<file path="config.mk">
export PLATFORM = sky130hd
export DESIGN_NAME = tdcd_regs
export DESIGN_NICKNAME = d
export VERILOG_FILES = /design/src/rtl/tdcd_pkg.sv /design/src/rtl/tdcd_stamp_queue.sv /design/src/rtl/tdcd_ready_timer.sv /design/src/rtl/tdcd_regs.sv
export SDC_FILE = /design/constraint.sdc
export NUM_CORES = 2
export LEC_CHECK = 0
export BUFFER_PORTS_ARGS = -buffer_cell sky130_fd_sc_hd__buf_2
export CAP_MARGIN = 20
export CORE_MARGIN = 8
export CORE_UTILIZATION = 50
export DETAILED_ROUTE_END_ITERATION = 7
export PLACE_DENSITY_LB_ADDON = 0.15
export RECOVER_POWER = 50
export SLEW_MARGIN = 10
export SYNTH_ARGS = -nofsm -noshare
export SYNTH_HDL_FRONTEND = slang
export SYNTH_SLANG_ARGS = --single-unit
</file>
<file path="constraint.sdc">
create_clock -name i_clk -period 10.5 [get_ports i_clk]
set_clock_uncertainty 0.05 [all_clocks]
set_input_delay 1.05 -clock i_clk [delete_from_list [all_inputs] [get_ports i_clk]]
set_output_delay 1.05 -clock i_clk [all_outputs]
set_load 0.1 [all_outputs]
</file>
<file path="src/rtl/tdcd_pkg.sv">
// Package for the channel D control/status register set of the time measurement unit.
// Assumes a single 20 MHz clock and a parallel host register port with 8-bit word addresses.
package tdcd_pkg;

  localparam int ADDR_W = 8;
  localparam int DATA_W = 16;
  localparam int STAMP_W = 40;

  // Word addresses
  localparam logic [7:0] ADDR_CH_CTRL_MAIN = 8'h60;
  localparam logic [7:0] ADDR_CH_CTRL_ARM = 8'h61;
  localparam logic [7:0] ADDR_CH_STATUS = 8'h64;
  localparam logic [7:0] ADDR_CH_HOLDOFF = 8'h66;
  localparam logic [7:0] ADDR_CH_CAL_RR = 8'h6c;
  localparam logic [7:0] ADDR_CH_CAL_RF = 8'h6d;
  localparam logic [7:0] ADDR_CH_CAL_FR = 8'h6e;
  localparam logic [7:0] ADDR_CH_CAL_FF = 8'h6f;
  localparam logic [7:0] ADDR_CH_STAMP_LOW = 8'h70;
  localparam logic [7:0] ADDR_CH_STAMP_MID = 8'h71;
  localparam logic [7:0] ADDR_CH_STAMP_HIGH = 8'h72;
  localparam logic [7:0] ADDR_CENTRAL_CTRL_MAIN = 8'h80;
  localparam logic [7:0] ADDR_CENTRAL_CTRL_AUX = 8'h81;
  localparam logic [7:0] ADDR_CENTRAL_STATUS = 8'h82;
  localparam logic [7:0] ADDR_PART_ID = 8'h83;

  localparam logic [15:0] REG_RESET = 16'h0000;
  // Arbitrary neutral identification value
  localparam logic [15:0] PART_ID_DEFAULT = 16'h5a01;

  // Channel main control fields
  localparam int CH_POWER_BIT = 0;
  localparam int CH_GATE_BIT = 1;
  localparam int CH_POL_BIT = 2;
  localparam int CH_HOLDOFF_LSB = 7;
  localparam int CH_HOLDOFF_TIME_EN_BIT = 10;
  localparam int CH_PRECON_EN_BIT = 13;
  localparam logic [15:0] CH_CTRL_MAIN_WMASK = 16'h2787;
  // Channel arming control fields
  localparam int CH_ARM_SEL_LSB = 1;
  localparam int CH_ARM_EN_BIT = 5;
  localparam logic [15:0] CH_CTRL_ARM_WMASK = 16'h003e;
  // Channel status fields
  localparam int CH_ST_DLL_UNLOCK_BIT = 0;
  localparam int CH_ST_FULL_BIT = 3;
  localparam int CH_ST_EMPTY_BIT = 4;

  // Central control fields
  localparam int CEN_RESET_BIT = 1;
  localparam int CEN_DDR_BIT = 2;
  localparam int CEN_LENGTH_LSB = 5;
  localparam int CEN_RCLK_SEL_LSB = 8;
  localparam int CEN_OT_EN_BIT = 10;
  localparam int CEN_OT_CLR_BIT = 11;
  localparam int CEN_RCLK_EN_BIT = 15;
  localparam logic [15:0] CEN_CTRL_MAIN_WMASK = 16'hf7fd;
  localparam int CEN_CNT_RNG_LSB = 1;
  localparam int CEN_QUIET_BIT = 3;
  localparam logic [15:0] CEN_CTRL_AUX_WMASK = 16'h000e;
  // Central status fields
  localparam int CEN_ST_READY_BIT = 0;
  localparam int CEN_ST_OT_BIT = 1;
  localparam int CEN_ST_SYNC_UNLOCK_BIT = 2;
  localparam int CEN_ST_CLK_UNLOCK_BIT = 3;

  localparam int QUEUE_DEPTH = 16;
  localparam int QUIET_MAX_STAMPS = 16;

  localparam longint CLK_HZ = 20_000_000;
  localparam longint READY_SETTLE_US = 250;
  // Least time: round up to whole cycles
  localparam int READY_SETTLE_CYCLES = int'((READY_SETTLE_US * CLK_HZ + 999_999) / 1_000_000);

endpackage : tdcd_pkg

</file>
<file path="src/rtl/tdcd_stamp_queue.sv">
// Time-stamp queue: fixed-depth first-in first-out store with flush.
// Assumes push and pop are single-cycle requests; a push while full is dropped.
`timescale 1ns/100ps
`default_nettype none
module tdcd_stamp_queue #(
  parameter int WIDTH = 40,
  parameter int DEPTH = 16
) (
  input wire logic i_clk,
  input wire logic i_rst_n,
  input wire logic i_flush,
  input wire logic i_push,
  input wire logic [WIDTH-1:0] i_data,
  input wire logic i_pop,
  output logic [WIDTH-1:0] o_head,
  output logic o_full,
  output logic o_empty
);
  localparam int PTR_W = (DEPTH > 1) ? $clog2(DEPTH) : 1;
  localparam int CNT_W = $clog2(DEPTH + 1);

  typedef struct packed {
    logic [DEPTH-1:0][WIDTH-1:0] mem;
    logic [PTR_W-1:0] wr_ptr;
    logic [PTR_W-1:0] rd_ptr;
    logic [CNT_W-1:0] count;
  } tdcd_queue_state_t;

  tdcd_queue_state_t state_q;
  tdcd_queue_state_t state_d;
  logic push_ok;
  logic pop_ok;

  assign o_full = (state_q.count == CNT_W'(DEPTH));
  assign o_empty = (state_q.count == '0);
  assign o_head = state_q.mem[state_q.rd_ptr];
  assign push_ok = i_push && !o_full;
  assign pop_ok = i_pop && !o_empty;

  always_comb
  begin
    state_d = state_q;
    if (i_flush)
    begin
      state_d.wr_ptr = '0;
      state_d.rd_ptr = '0;
      state_d.count = '0;
    end
    else
    begin
      if (push_ok)
      begin
        state_d.mem[state_q.wr_ptr] = i_data;
        state_d.wr_ptr = (state_q.wr_ptr == PTR_W'(DEPTH - 1)) ? '0 : state_q.wr_ptr + 1'b1;
      end
      if (pop_ok)
      begin
        state_d.rd_ptr = (state_q.rd_ptr == PTR_W'(DEPTH - 1)) ? '0 : state_q.rd_ptr + 1'b1;
      end
      if (push_ok && !pop_ok)
      begin
        state_d.count = state_q.count + 1'b1;
      end
      else if (pop_ok && !push_ok)
      begin
        state_d.count = state_q.count - 1'b1;
      end
    end
  end

  always_ff @(posedge i_clk)
  begin
    if (!i_rst_n)
    begin
      state_q <= '0;
    end
    else
    begin
      state_q <= state_d;
    end
  end
endmodule : tdcd_stamp_queue
`default_nettype wire

</file>
<file path="src/rtl/tdcd_ready_timer.sv">
// Settling timer: counts a fixed number of cycles after reset or restart, then holds done.
// Assumes restart is a single-cycle pulse from the owning block.
`timescale 1ns/100ps
`default_nettype none
module tdcd_ready_timer #(
  parameter int SETTLE_CYCLES = 5000
) (
  input wire logic i_clk,
  input wire logic i_rst_n,
  input wire logic i_restart,
  output logic o_done
);
  localparam int CNT_W = $clog2(SETTLE_CYCLES + 1);

  typedef struct packed {
    logic [CNT_W-1:0] count;
    logic done;
  } tdcd_timer_state_t;

  tdcd_timer_state_t state_q;
  tdcd_timer_state_t state_d;

  assign o_done = state_q.done;

  always_comb
  begin
    state_d = state_q;
    if (i_restart)
    begin
      state_d = '0;
    end
    else if (!state_q.done)
    begin
      if (state_q.count == CNT_W'(SETTLE_CYCLES - 1))
      begin
        state_d.done = 1'b1;
      end
      else
      begin
        state_d.count = state_q.count + 1'b1;
      end
    end
  end

  always_ff @(posedge i_clk)
  begin
    if (!i_rst_n)
    begin
      state_q <= '0;
    end
    else
    begin
      state_q <= state_d;
    end
  end
endmodule : tdcd_ready_timer
`default_nettype wire

</file>
<file path="src/rtl/tdcd_regs.sv">
// Channel D control/status registers, time-stamp capture and central control/status words.
// Assumes synchronous host register strobes and event/status inputs on the 20 MHz clock.
`timescale 1ns/100ps
`default_nettype none
module tdcd_regs #(
  parameter int READY_SETTLE_CYCLES = tdcd_pkg::READY_SETTLE_CYCLES,
  parameter int QUEUE_DEPTH = tdcd_pkg::QUEUE_DEPTH,
  parameter logic [15:0] PART_ID = tdcd_pkg::PART_ID_DEFAULT
) (
  input wire logic i_clk,
  input wire logic i_rst_n,
  input wire logic [tdcd_pkg::ADDR_W-1:0] i_reg_addr,
  input wire logic i_reg_wr,
  input wire logic i_reg_rd,
  input wire logic [tdcd_pkg::DATA_W-1:0] i_reg_wdata,
  input wire logic i_event,
  input wire logic [15:0] i_arm_conditions,
  input wire logic i_dll_locked,
  input wire logic i_sync_dll_locked,
  input wire logic i_core_clock_locked,
  input wire logic i_overheat,
  output logic [tdcd_pkg::DATA_W-1:0] o_reg_rdata,
  output logic o_reg_rvalid,
  output logic o_channel_power_enable,
  output logic [2:0] o_holdoff_range_code,
  output logic o_precondition_enable,
  output logic o_ddr_mode,
  output logic o_result_clock_run,
  output logic [1:0] o_result_clock_rate_select,
  output logic [2:0] o_result_word_length_select,
  output logic [1:0] o_coarse_counter_range,
  output logic o_unit_ready_flag,
  output logic o_overheat_alarm_flag,
  output logic o_stamp_taken
);
  localparam int SW = tdcd_pkg::STAMP_W;

  typedef struct packed {
    logic [15:0] ctrl_main;
    logic [15:0] ctrl_arm;
    logic [15:0] holdoff_delay;
    logic [3:0][15:0] cal;
    logic [15:0] ch_status;
    logic [15:0] central_main;
    logic [15:0] central_aux;
    logic [15:0] central_status;
    logic [SW-1:0] snapshot;
    logic [SW-1:0] time_base;
    logic event_prev;
    logic [23:0] holdoff_count;
    logic [4:0] quiet_count;
    logic overheat;
    logic [15:0] rdata;
    logic rvalid;
    logic result_clock_run;
    logic stamp_taken;
  } tdcd_state_t;

  tdcd_state_t state_q;
  tdcd_state_t state_d;

  logic q_full;
  logic q_empty;
  logic [SW-1:0] q_head;
  logic q_push;
  logic q_pop;
  logic soft_reset;
  logic settled;

  logic wr_ch_main;
  logic wr_ch_arm;
  logic wr_cen_main;
  logic wr_cen_aux;
  logic edge_seen;
  logic armed;
  logic quiet;
  logic [3:0] arm_sel;
  logic [2:0] holdoff_code;
  logic accept;

  assign wr_ch_main = i_reg_wr && (i_reg_addr == tdcd_pkg::ADDR_CH_CTRL_MAIN);
  assign wr_ch_arm = i_reg_wr && (i_reg_addr == tdcd_pkg::ADDR_CH_CTRL_ARM);
  assign wr_cen_main = i_reg_wr && (i_reg_addr == tdcd_pkg::ADDR_CENTRAL_CTRL_MAIN);
  assign wr_cen_aux = i_reg_wr && (i_reg_addr == tdcd_pkg::ADDR_CENTRAL_CTRL_AUX);
  assign soft_reset = wr_cen_main && i_reg_wdata[tdcd_pkg::CEN_RESET_BIT];

  assign arm_sel = state_q.ctrl_arm[tdcd_pkg::CH_ARM_SEL_LSB +: 4];
  assign holdoff_code = state_q.ctrl_main[tdcd_pkg::CH_HOLDOFF_LSB +: 3];
  assign quiet = state_q.central_aux[tdcd_pkg::CEN_QUIET_BIT];

  // Edge of the chosen polarity on the event input
  assign edge_seen = state_q.ctrl_main[tdcd_pkg::CH_POL_BIT] ? (state_q.event_prev && !i_event)
                                                             : (!state_q.event_prev && i_event);
  assign armed = !state_q.ctrl_arm[tdcd_pkg::CH_ARM_EN_BIT] || i_arm_conditions[arm_sel];
  assign accept = edge_seen
                  && state_q.ctrl_main[tdcd_pkg::CH_POWER_BIT]
                  && state_q.ctrl_main[tdcd_pkg::CH_GATE_BIT]
                  && armed
                  && (state_q.holdoff_count == '0)
                  && !(quiet && (state_q.quiet_count == 5'(tdcd_pkg::QUIET_MAX_STAMPS)))
                  && !soft_reset;
  // Full queue refuses the push inside the queue; the stamp is lost
  assign q_push = accept;
  assign q_pop = i_reg_rd && (i_reg_addr == tdcd_pkg::ADDR_CH_STAMP_LOW) && !q_empty;

  tdcd_stamp_queue #(
    .WIDTH(SW),
    .DEPTH(QUEUE_DEPTH)
  ) u_queue (
    .i_clk(i_clk),
    .i_rst_n(i_rst_n),
    .i_flush(soft_reset),
    .i_push(q_push),
    .i_data(state_q.time_base),
    .i_pop(q_pop),
    .o_head(q_head),
    .o_full(q_full),
    .o_empty(q_empty)
  );

  tdcd_ready_timer #(
    .SETTLE_CYCLES(READY_SETTLE_CYCLES)
  ) u_ready (
    .i_clk(i_clk),
    .i_rst_n(i_rst_n),
    .i_restart(soft_reset),
    .o_done(settled)
  );

  always_comb
  begin
    state_d = state_q;
    state_d.rvalid = 1'b0;
    state_d.stamp_taken = 1'b0;
    state_d.time_base = state_q.time_base + 1'b1;
    state_d.event_prev = i_event;

    if (state_q.holdoff_count != '0)
    begin
      state_d.holdoff_count = state_q.holdoff_count - 1'b1;
    end
    if (accept)
    begin
      state_d.stamp_taken = 1'b1;
      if (state_q.ctrl_main[tdcd_pkg::CH_HOLDOFF_TIME_EN_BIT])
      begin
        state_d.holdoff_count = 24'(state_q.holdoff_delay) << holdoff_code;
      end
      if (quiet)
      begin
        state_d.quiet_count = state_q.quiet_count + 1'b1;
      end
    end
    if (!quiet)
    begin
      state_d.quiet_count = '0;
    end

    // Register writes
    if (wr_ch_main)
    begin
      state_d.ctrl_main = i_reg_wdata & tdcd_pkg::CH_CTRL_MAIN_WMASK;
    end
    if (wr_ch_arm)
    begin
      state_d.ctrl_arm = i_reg_wdata & tdcd_pkg::CH_CTRL_ARM_WMASK;
    end
    if (i_reg_wr && (i_reg_addr == tdcd_pkg::ADDR_CH_HOLDOFF))
    begin
      state_d.holdoff_delay = i_reg_wdata;
    end
    if (i_reg_wr && (i_reg_addr[7:2] == tdcd_pkg::ADDR_CH_CAL_RR[7:2]))
    begin
      state_d.cal[i_reg_addr[1:0]] = i_reg_wdata;
    end
    if (wr_cen_main)
    begin
      state_d.central_main = i_reg_wdata & tdcd_pkg::CEN_CTRL_MAIN_WMASK;
    end
    if (wr_cen_aux)
    begin
      state_d.central_aux = i_reg_wdata & tdcd_pkg::CEN_CTRL_AUX_WMASK;
    end

    // Alarm: a new overheat in the clearing cycle keeps the flag set
    if (wr_cen_main && i_reg_wdata[tdcd_pkg::CEN_OT_CLR_BIT])
    begin
      state_d.overheat = 1'b0;
    end
    if (state_q.central_main[tdcd_pkg::CEN_OT_EN_BIT] && i_overheat)
    begin
      state_d.overheat = 1'b1;
    end

    // Status words track live state one cycle late
    state_d.ch_status = tdcd_pkg::REG_RESET;
    state_d.ch_status[tdcd_pkg::CH_ST_DLL_UNLOCK_BIT] = !i_dll_locked;
    state_d.ch_status[tdcd_pkg::CH_ST_FULL_BIT] = q_full;
    state_d.ch_status[tdcd_pkg::CH_ST_EMPTY_BIT] = q_empty;
    state_d.central_status = tdcd_pkg::REG_RESET;
    state_d.central_status[tdcd_pkg::CEN_ST_READY_BIT] = settled && i_core_clock_locked
                                                         && i_sync_dll_locked;
    state_d.central_status[tdcd_pkg::CEN_ST_OT_BIT] = state_q.overheat;
    state_d.central_status[tdcd_pkg::CEN_ST_SYNC_UNLOCK_BIT] = !i_sync_dll_locked;
    state_d.central_status[tdcd_pkg::CEN_ST_CLK_UNLOCK_BIT] = !i_core_clock_locked;

    // Result clock runs when enabled and halts whenever quiet mode is set
    state_d.result_clock_run = state_d.central_main[tdcd_pkg::CEN_RCLK_EN_BIT]
                               && !state_d.central_aux[tdcd_pkg::CEN_QUIET_BIT];

    // Register reads, answered one cycle after the strobe
    if (i_reg_rd)
    begin
      state_d.rvalid = 1'b1;
      unique case (i_reg_addr)
        tdcd_pkg::ADDR_CH_CTRL_MAIN: state_d.rdata = state_q.ctrl_main;
        tdcd_pkg::ADDR_CH_CTRL_ARM: state_d.rdata = state_q.ctrl_arm;
        tdcd_pkg::ADDR_CH_STATUS: state_d.rdata = state_q.ch_status;
        tdcd_pkg::ADDR_CH_HOLDOFF: state_d.rdata = state_q.holdoff_delay;
        tdcd_pkg::ADDR_CH_CAL_RR: state_d.rdata = state_q.cal[0];
        tdcd_pkg::ADDR_CH_CAL_RF: state_d.rdata = state_q.cal[1];
        tdcd_pkg::ADDR_CH_CAL_FR: state_d.rdata = state_q.cal[2];
        tdcd_pkg::ADDR_CH_CAL_FF: state_d.rdata = state_q.cal[3];
        tdcd_pkg::ADDR_CH_STAMP_LOW:
        begin
          // Low word read takes the oldest stamp and freezes it for mid and high
          if (!q_empty)
          begin
            state_d.snapshot = q_head;
            state_d.rdata = q_head[15:0];
          end
          else
          begin
            state_d.rdata = state_q.snapshot[15:0];
          end
        end
        tdcd_pkg::ADDR_CH_STAMP_MID: state_d.rdata = state_q.snapshot[31:16];
        tdcd_pkg::ADDR_CH_STAMP_HIGH: state_d.rdata = {8'h00, state_q.snapshot[39:32]};
        tdcd_pkg::ADDR_CENTRAL_CTRL_MAIN: state_d.rdata = state_q.central_main;
        tdcd_pkg::ADDR_CENTRAL_CTRL_AUX: state_d.rdata = state_q.central_aux;
        tdcd_pkg::ADDR_CENTRAL_STATUS: state_d.rdata = state_q.central_status;
        tdcd_pkg::ADDR_PART_ID: state_d.rdata = PART_ID;
        default: state_d.rdata = tdcd_pkg::REG_RESET;
      endcase
    end

    // Device reset clears every word; only the time base keeps running
    if (soft_reset)
    begin
      state_d = '0;
      state_d.time_base = state_q.time_base + 1'b1;
    end
  end

  always_ff @(posedge i_clk)
  begin
    if (!i_rst_n)
    begin
      state_q <= '0;
    end
    else
    begin
      state_q <= state_d;
    end
  end

  assign o_reg_rdata = state_q.rdata;
  assign o_reg_rvalid = state_q.rvalid;
  assign o_channel_power_enable = state_q.ctrl_main[tdcd_pkg::CH_POWER_BIT];
  assign o_holdoff_range_code = state_q.ctrl_main[tdcd_pkg::CH_HOLDOFF_LSB +: 3];
  assign o_precondition_enable = state_q.ctrl_main[tdcd_pkg::CH_PRECON_EN_BIT];
  assign o_ddr_mode = state_q.central_main[tdcd_pkg::CEN_DDR_BIT];
  assign o_result_clock_run = state_q.result_clock_run;
  assign o_result_clock_rate_select = state_q.central_main[tdcd_pkg::CEN_RCLK_SEL_LSB +: 2];
  assign o_result_word_length_select = state_q.central_main[tdcd_pkg::CEN_LENGTH_LSB +: 3];
  assign o_coarse_counter_range = state_q.central_aux[tdcd_pkg::CEN_CNT_RNG_LSB +: 2];
  assign o_unit_ready_flag = state_q.central_status[tdcd_pkg::CEN_ST_READY_BIT];
  assign o_overheat_alarm_flag = state_q.overheat;
  assign o_stamp_taken = state_q.stamp_taken;

endmodule : tdcd_regs
`default_nettype wire

</file>
==> results.py <==
metrics = {
    "setup_path": {
        "r2r_end": "u_queue.state_q[320]",
        "cp_slowest_cell": "clkbuf_1",
        "critPathBufInv": 2,
        "cpLargestDelayFamily": "buffers and inverters",
        "critPathKind": "input pin to register",
        "rr_worst_depth": 6,
        "cp-end-kind": "register",
        "r2r_start": "arm_sel[0]",
        "cp.arrival_ps": 7590,
        "max_stage_delay_ps": 3960,
        "cp_max_fo": 123,
        "crit_chain": "clkbuf_1 -> nand2_4 -> buf_4 -> nor2_1 -> a22oi_1 -> o21ai_0",
        "r2r_slack_ps": 6390,
        "startpoint_type": "input pin",
        "cp.required_ps": 11040,
    },
    "floorplan": {
        "coreArea_um2": 76100,
        "start_util_pct": 50.6,
        "die_x_um": 293,
        "dieArea_um2": 86100,
        "num_rows": 101,
        "pin_count": 83,
        "die_y_um": 293,
    },
    "logic_synthesis": {
        "syn-cell-area_um2": 38500,
        "synth_top_area_cell": "dfxtp_1",
        "synth_edf_count": 0,
        "synth.net_count": 4124,
        "synth_commonest_cells": "dfxtp_1 (914), nand3_1 (700), o21ai_0 (331), o21ai_1 (331), nand2_1 (326)",
        "synth_most_common_cell": "dfxtp_1",
        "synthFlopType": "dfxtp_1",
        "yosysWarnings": 0,
        "postSynthAreaPerCell_um2": 9.48,
        "ys_ff_latch": 914,
        "seq_area_frac_synth_pct": 47.6,
        "async_flop_share_pct": 0,
        "ys_top_cells_by_area": "dfxtp_1 (48%), mux4_2 (12%), nand3_1 (9.1%)",
        "ys_types": 74,
        "synth_cells": 4059,
        "synth_top_area_share_pct": 47.6,
    },
    "sta": {
        "whs_ps": 402,
        "worst_slack_ps": 3450,
        "clock.fmax_ghz": 0.142,
        "worst_slew_pin_slew_ps": 5780,
        "final_max_slew_viol_count": 162,
        "period_minus_slack_ps": 7050,
        "period_share_pct": 67.1,
        "relSlewSlack_pct": -285,
        "fin_setup_tns_ps": 0,
        "setup_viol": 0,
        "finalHoldViolCount": 0,
        "grt_setup_unrepaired": "no",
    },
    "outcome": {
        "failed_checks": "max-capacitance violations, max-slew violations",
        "status": "complete, but fails checks",
    },
    "clock_network": {
        "cts.sinks": 914,
        "cts_resized": 0,
        "insertion_delay_ps": 670,
        "clk_pin_slew_ps": 60,
        "cts_tree": "done",
        "postCtsSetupBuffers": 0,
        "cts_buffers": 96,
        "root_buffer": "clkbuf_16",
        "clk_path_buf_depth": 3,
        "postCtsHoldBufs": 0,
        "htree_levels": 3,
    },
    "placement": {
        "hpwl_mm": 70.6,
        "port_buffers": 82,
        "pre_cts_slack_ps": 5200,
        "gp_congestion": 0.961,
    },
    "routing": {
        "avgRoutedWirePerCell_um": 24.9,
        "ant_nets": 0,
        "vias_per_cell": 6.31,
        "drt_iter0_drc": 3474,
        "drc": 0,
        "top_layer_used": "met5",
        "vias": 31395,
        "wirelength_mm": 124,
        "wl_met1_mm": 51.9,
        "routed-wl-met2_mm": 56.4,
        "first_pass_iters": 6,
        "met3WireLength_mm": 10.2,
    },
    "finish": {
        "antenna_cells": 0,
        "syn2layout_area_growth_pct": 9.23,
        "nNetsFinal": 3941,
        "drive_above_1_share_pct": 13.1,
    },
    "global_routing": {
        "gr-usage-all-layers_pct": 27.8,
        "grt-ovfl-total": 0,
        "grt_pass1_vias": 29418,
        "grt_pass1_wl_mm": 187,
        "grt_start_max_net_pins": 124,
        "antenna_found_initial": 1,
    },
    "hold_path": {
        "hp-class": "register to register",
        "min_to": "state_q[247]",
        "worstHoldStart": "state_q[247]",
        "min_path_cells": 2,
    },
    "power_and_ir_drop": {
        "power.density_nw_per_um2": 176,
        "p_leak_nw": 13.5,
        "peakVddDrop_mv": 0.123,
    },
    "job": {
        "maxCapViolations": 2,
    },
}
==> how the worst max path moves through the flow <==
stage	start	end	slack [ps]	cells past startpoint
3_5_place_dp	i_reg_addr[0]	u_queue.state_q[4]	5200	13
2_1_floorplan	i_reg_addr[1]	u_queue.state_q[4]	6450	14
6_report	i_rst_n	o_reg_rdata[13]	3450	6
4_1_cts	i_reg_addr[0]	u_queue.state_q[4]	5900	13
3_3_place_gp	i_reg_addr[0]	u_queue.state_q[4]	5250	13
5_1_grt	i_rst_n	o_reg_rdata[13]	3000	6
==> cells by family (layout without fill, tap and decap cells) <==
| logic type | Yosys count | in the layout | synth area share (%) |
|---|---|---|---|
| AO/OA/AOI/OAI | 973 | 973 | 13.9 |
| XOR/XNOR | 71 | 71 | 1.62 |
| adder cells (fa/ha/maj) | 16 | 16 | 0.540 |
| buffers and inverters | 448 | 337 | 4.96 |
| flip-flops | 914 | 914 | 47.6 |
| multiplexers | 264 | 264 | 13.8 |
| AND/OR/NAND/NOR | 1373 | 1373 | 17.6 |
==> flip-flops by register name (all words and copies together) (netlist names), 2 cells and up <==
signal                       flops
state_q                        208
arm_sel                          4
o_reg_rdata                     16
u_ready.state_q                 13
o_coarse_counter_range           2
u_queue.state_q                653
o_result_word_length_select      3
o_result_clock_rate_select       2
o_holdoff_range_code             3
==> cell usage in the layout (no fill, tap or decap), types with 12 or more instances in the layout <==
master / synthesis / final
nor3_1: 20 / 20
nor2b_1: 20 / 20
nand3_2: 5 / 12
inv_1: 21 / 21
and3_1: 35 / 35
a22o_1: 43 / 43
nor2_1: 119 / 117
mux2i_1: 41 / 41
or3_1: 16 / 16
o21ai_1: 331 / 283
clkbuf_1: 286 / 59
nand2_1: 326 / 325
buf_2: 75 / 47
nand3_1: 700 / 693
dfxtp_1: 914 / 910
ha_1: 15 / 15
and2_1: 15 / 12
a22oi_1: 30 / 30
clkinv_2: 0 / 14
mux4_2: 211 / 211
clkbuf_8: 0 / 21
xnor2_1: 36 / 36
xor2_1: 35 / 35
o21ai_0: 331 / 387
mux2_2: 12 / 12
clkbuf_16: 0 / 98
buf_4: 30 / 57
nor4_1: 13 / 13
nand4_1: 43 / 43
a21oi_1: 165 / 165
==> worst reg2reg max path: cells and delay by family (launching register included) <==
family | cells | cell delay, ps
and+or+nand+nor | 3 | 2590
AOI/OAI and AO/OA | 2 | 580
DFF | 1 | 490
muxes | 1 | 290
==> per-stage QoR <==
stage | util [%] | power, mW | area, um2 | cells
after detailed placement | 51.1 | 4.05 | 38900 | 4806
after floorplan | - | 3.95 | 38500 | 4059
after CTS | 55.3 | 7.43 | 42100 | 4976
final | 55.2 | 7.39 | 42000 | 4978
after global routing | 55.2 | 7.63 | 42000 | 4978
after global placement | 51.1 | 4.04 | 38900 | 4805
==> metal layers <==
| layer | GRT usage [%] | vias to the layer above |
|---|---|---|
| li1 | - | 14395 |
| met1 | 37.6 | 15308 |
| met2 | 43.7 | 1387 |
| met3 | 5.04 | 303 |
| met4 | 12.2 | 2 |
| met5 | 0 | - |
==> power by group <==
group	total, mW	internal [mW]	switching [mW]
registers	3.55	3.51	0.0447
clock network	3.42	1.99	1.43
logic	0.421	0.153	0.268
total	7.39	5.65	1.74
==> layout make-up <==
type | count | area [um2]
Multi-Input combinational cell | 2697 | 18300
Fill cell | 6948 | 34100
Timing Repair Buffer | 145 | 892
Inverter | 22 | 82.6
Tap cell | 1030 | 1290
Sequential cell | 914 | 18300
Clock inverter | 28 | 328
Clock buffer | 142 | 2830
Note: power is estimated with default switching activity, not from simulation.
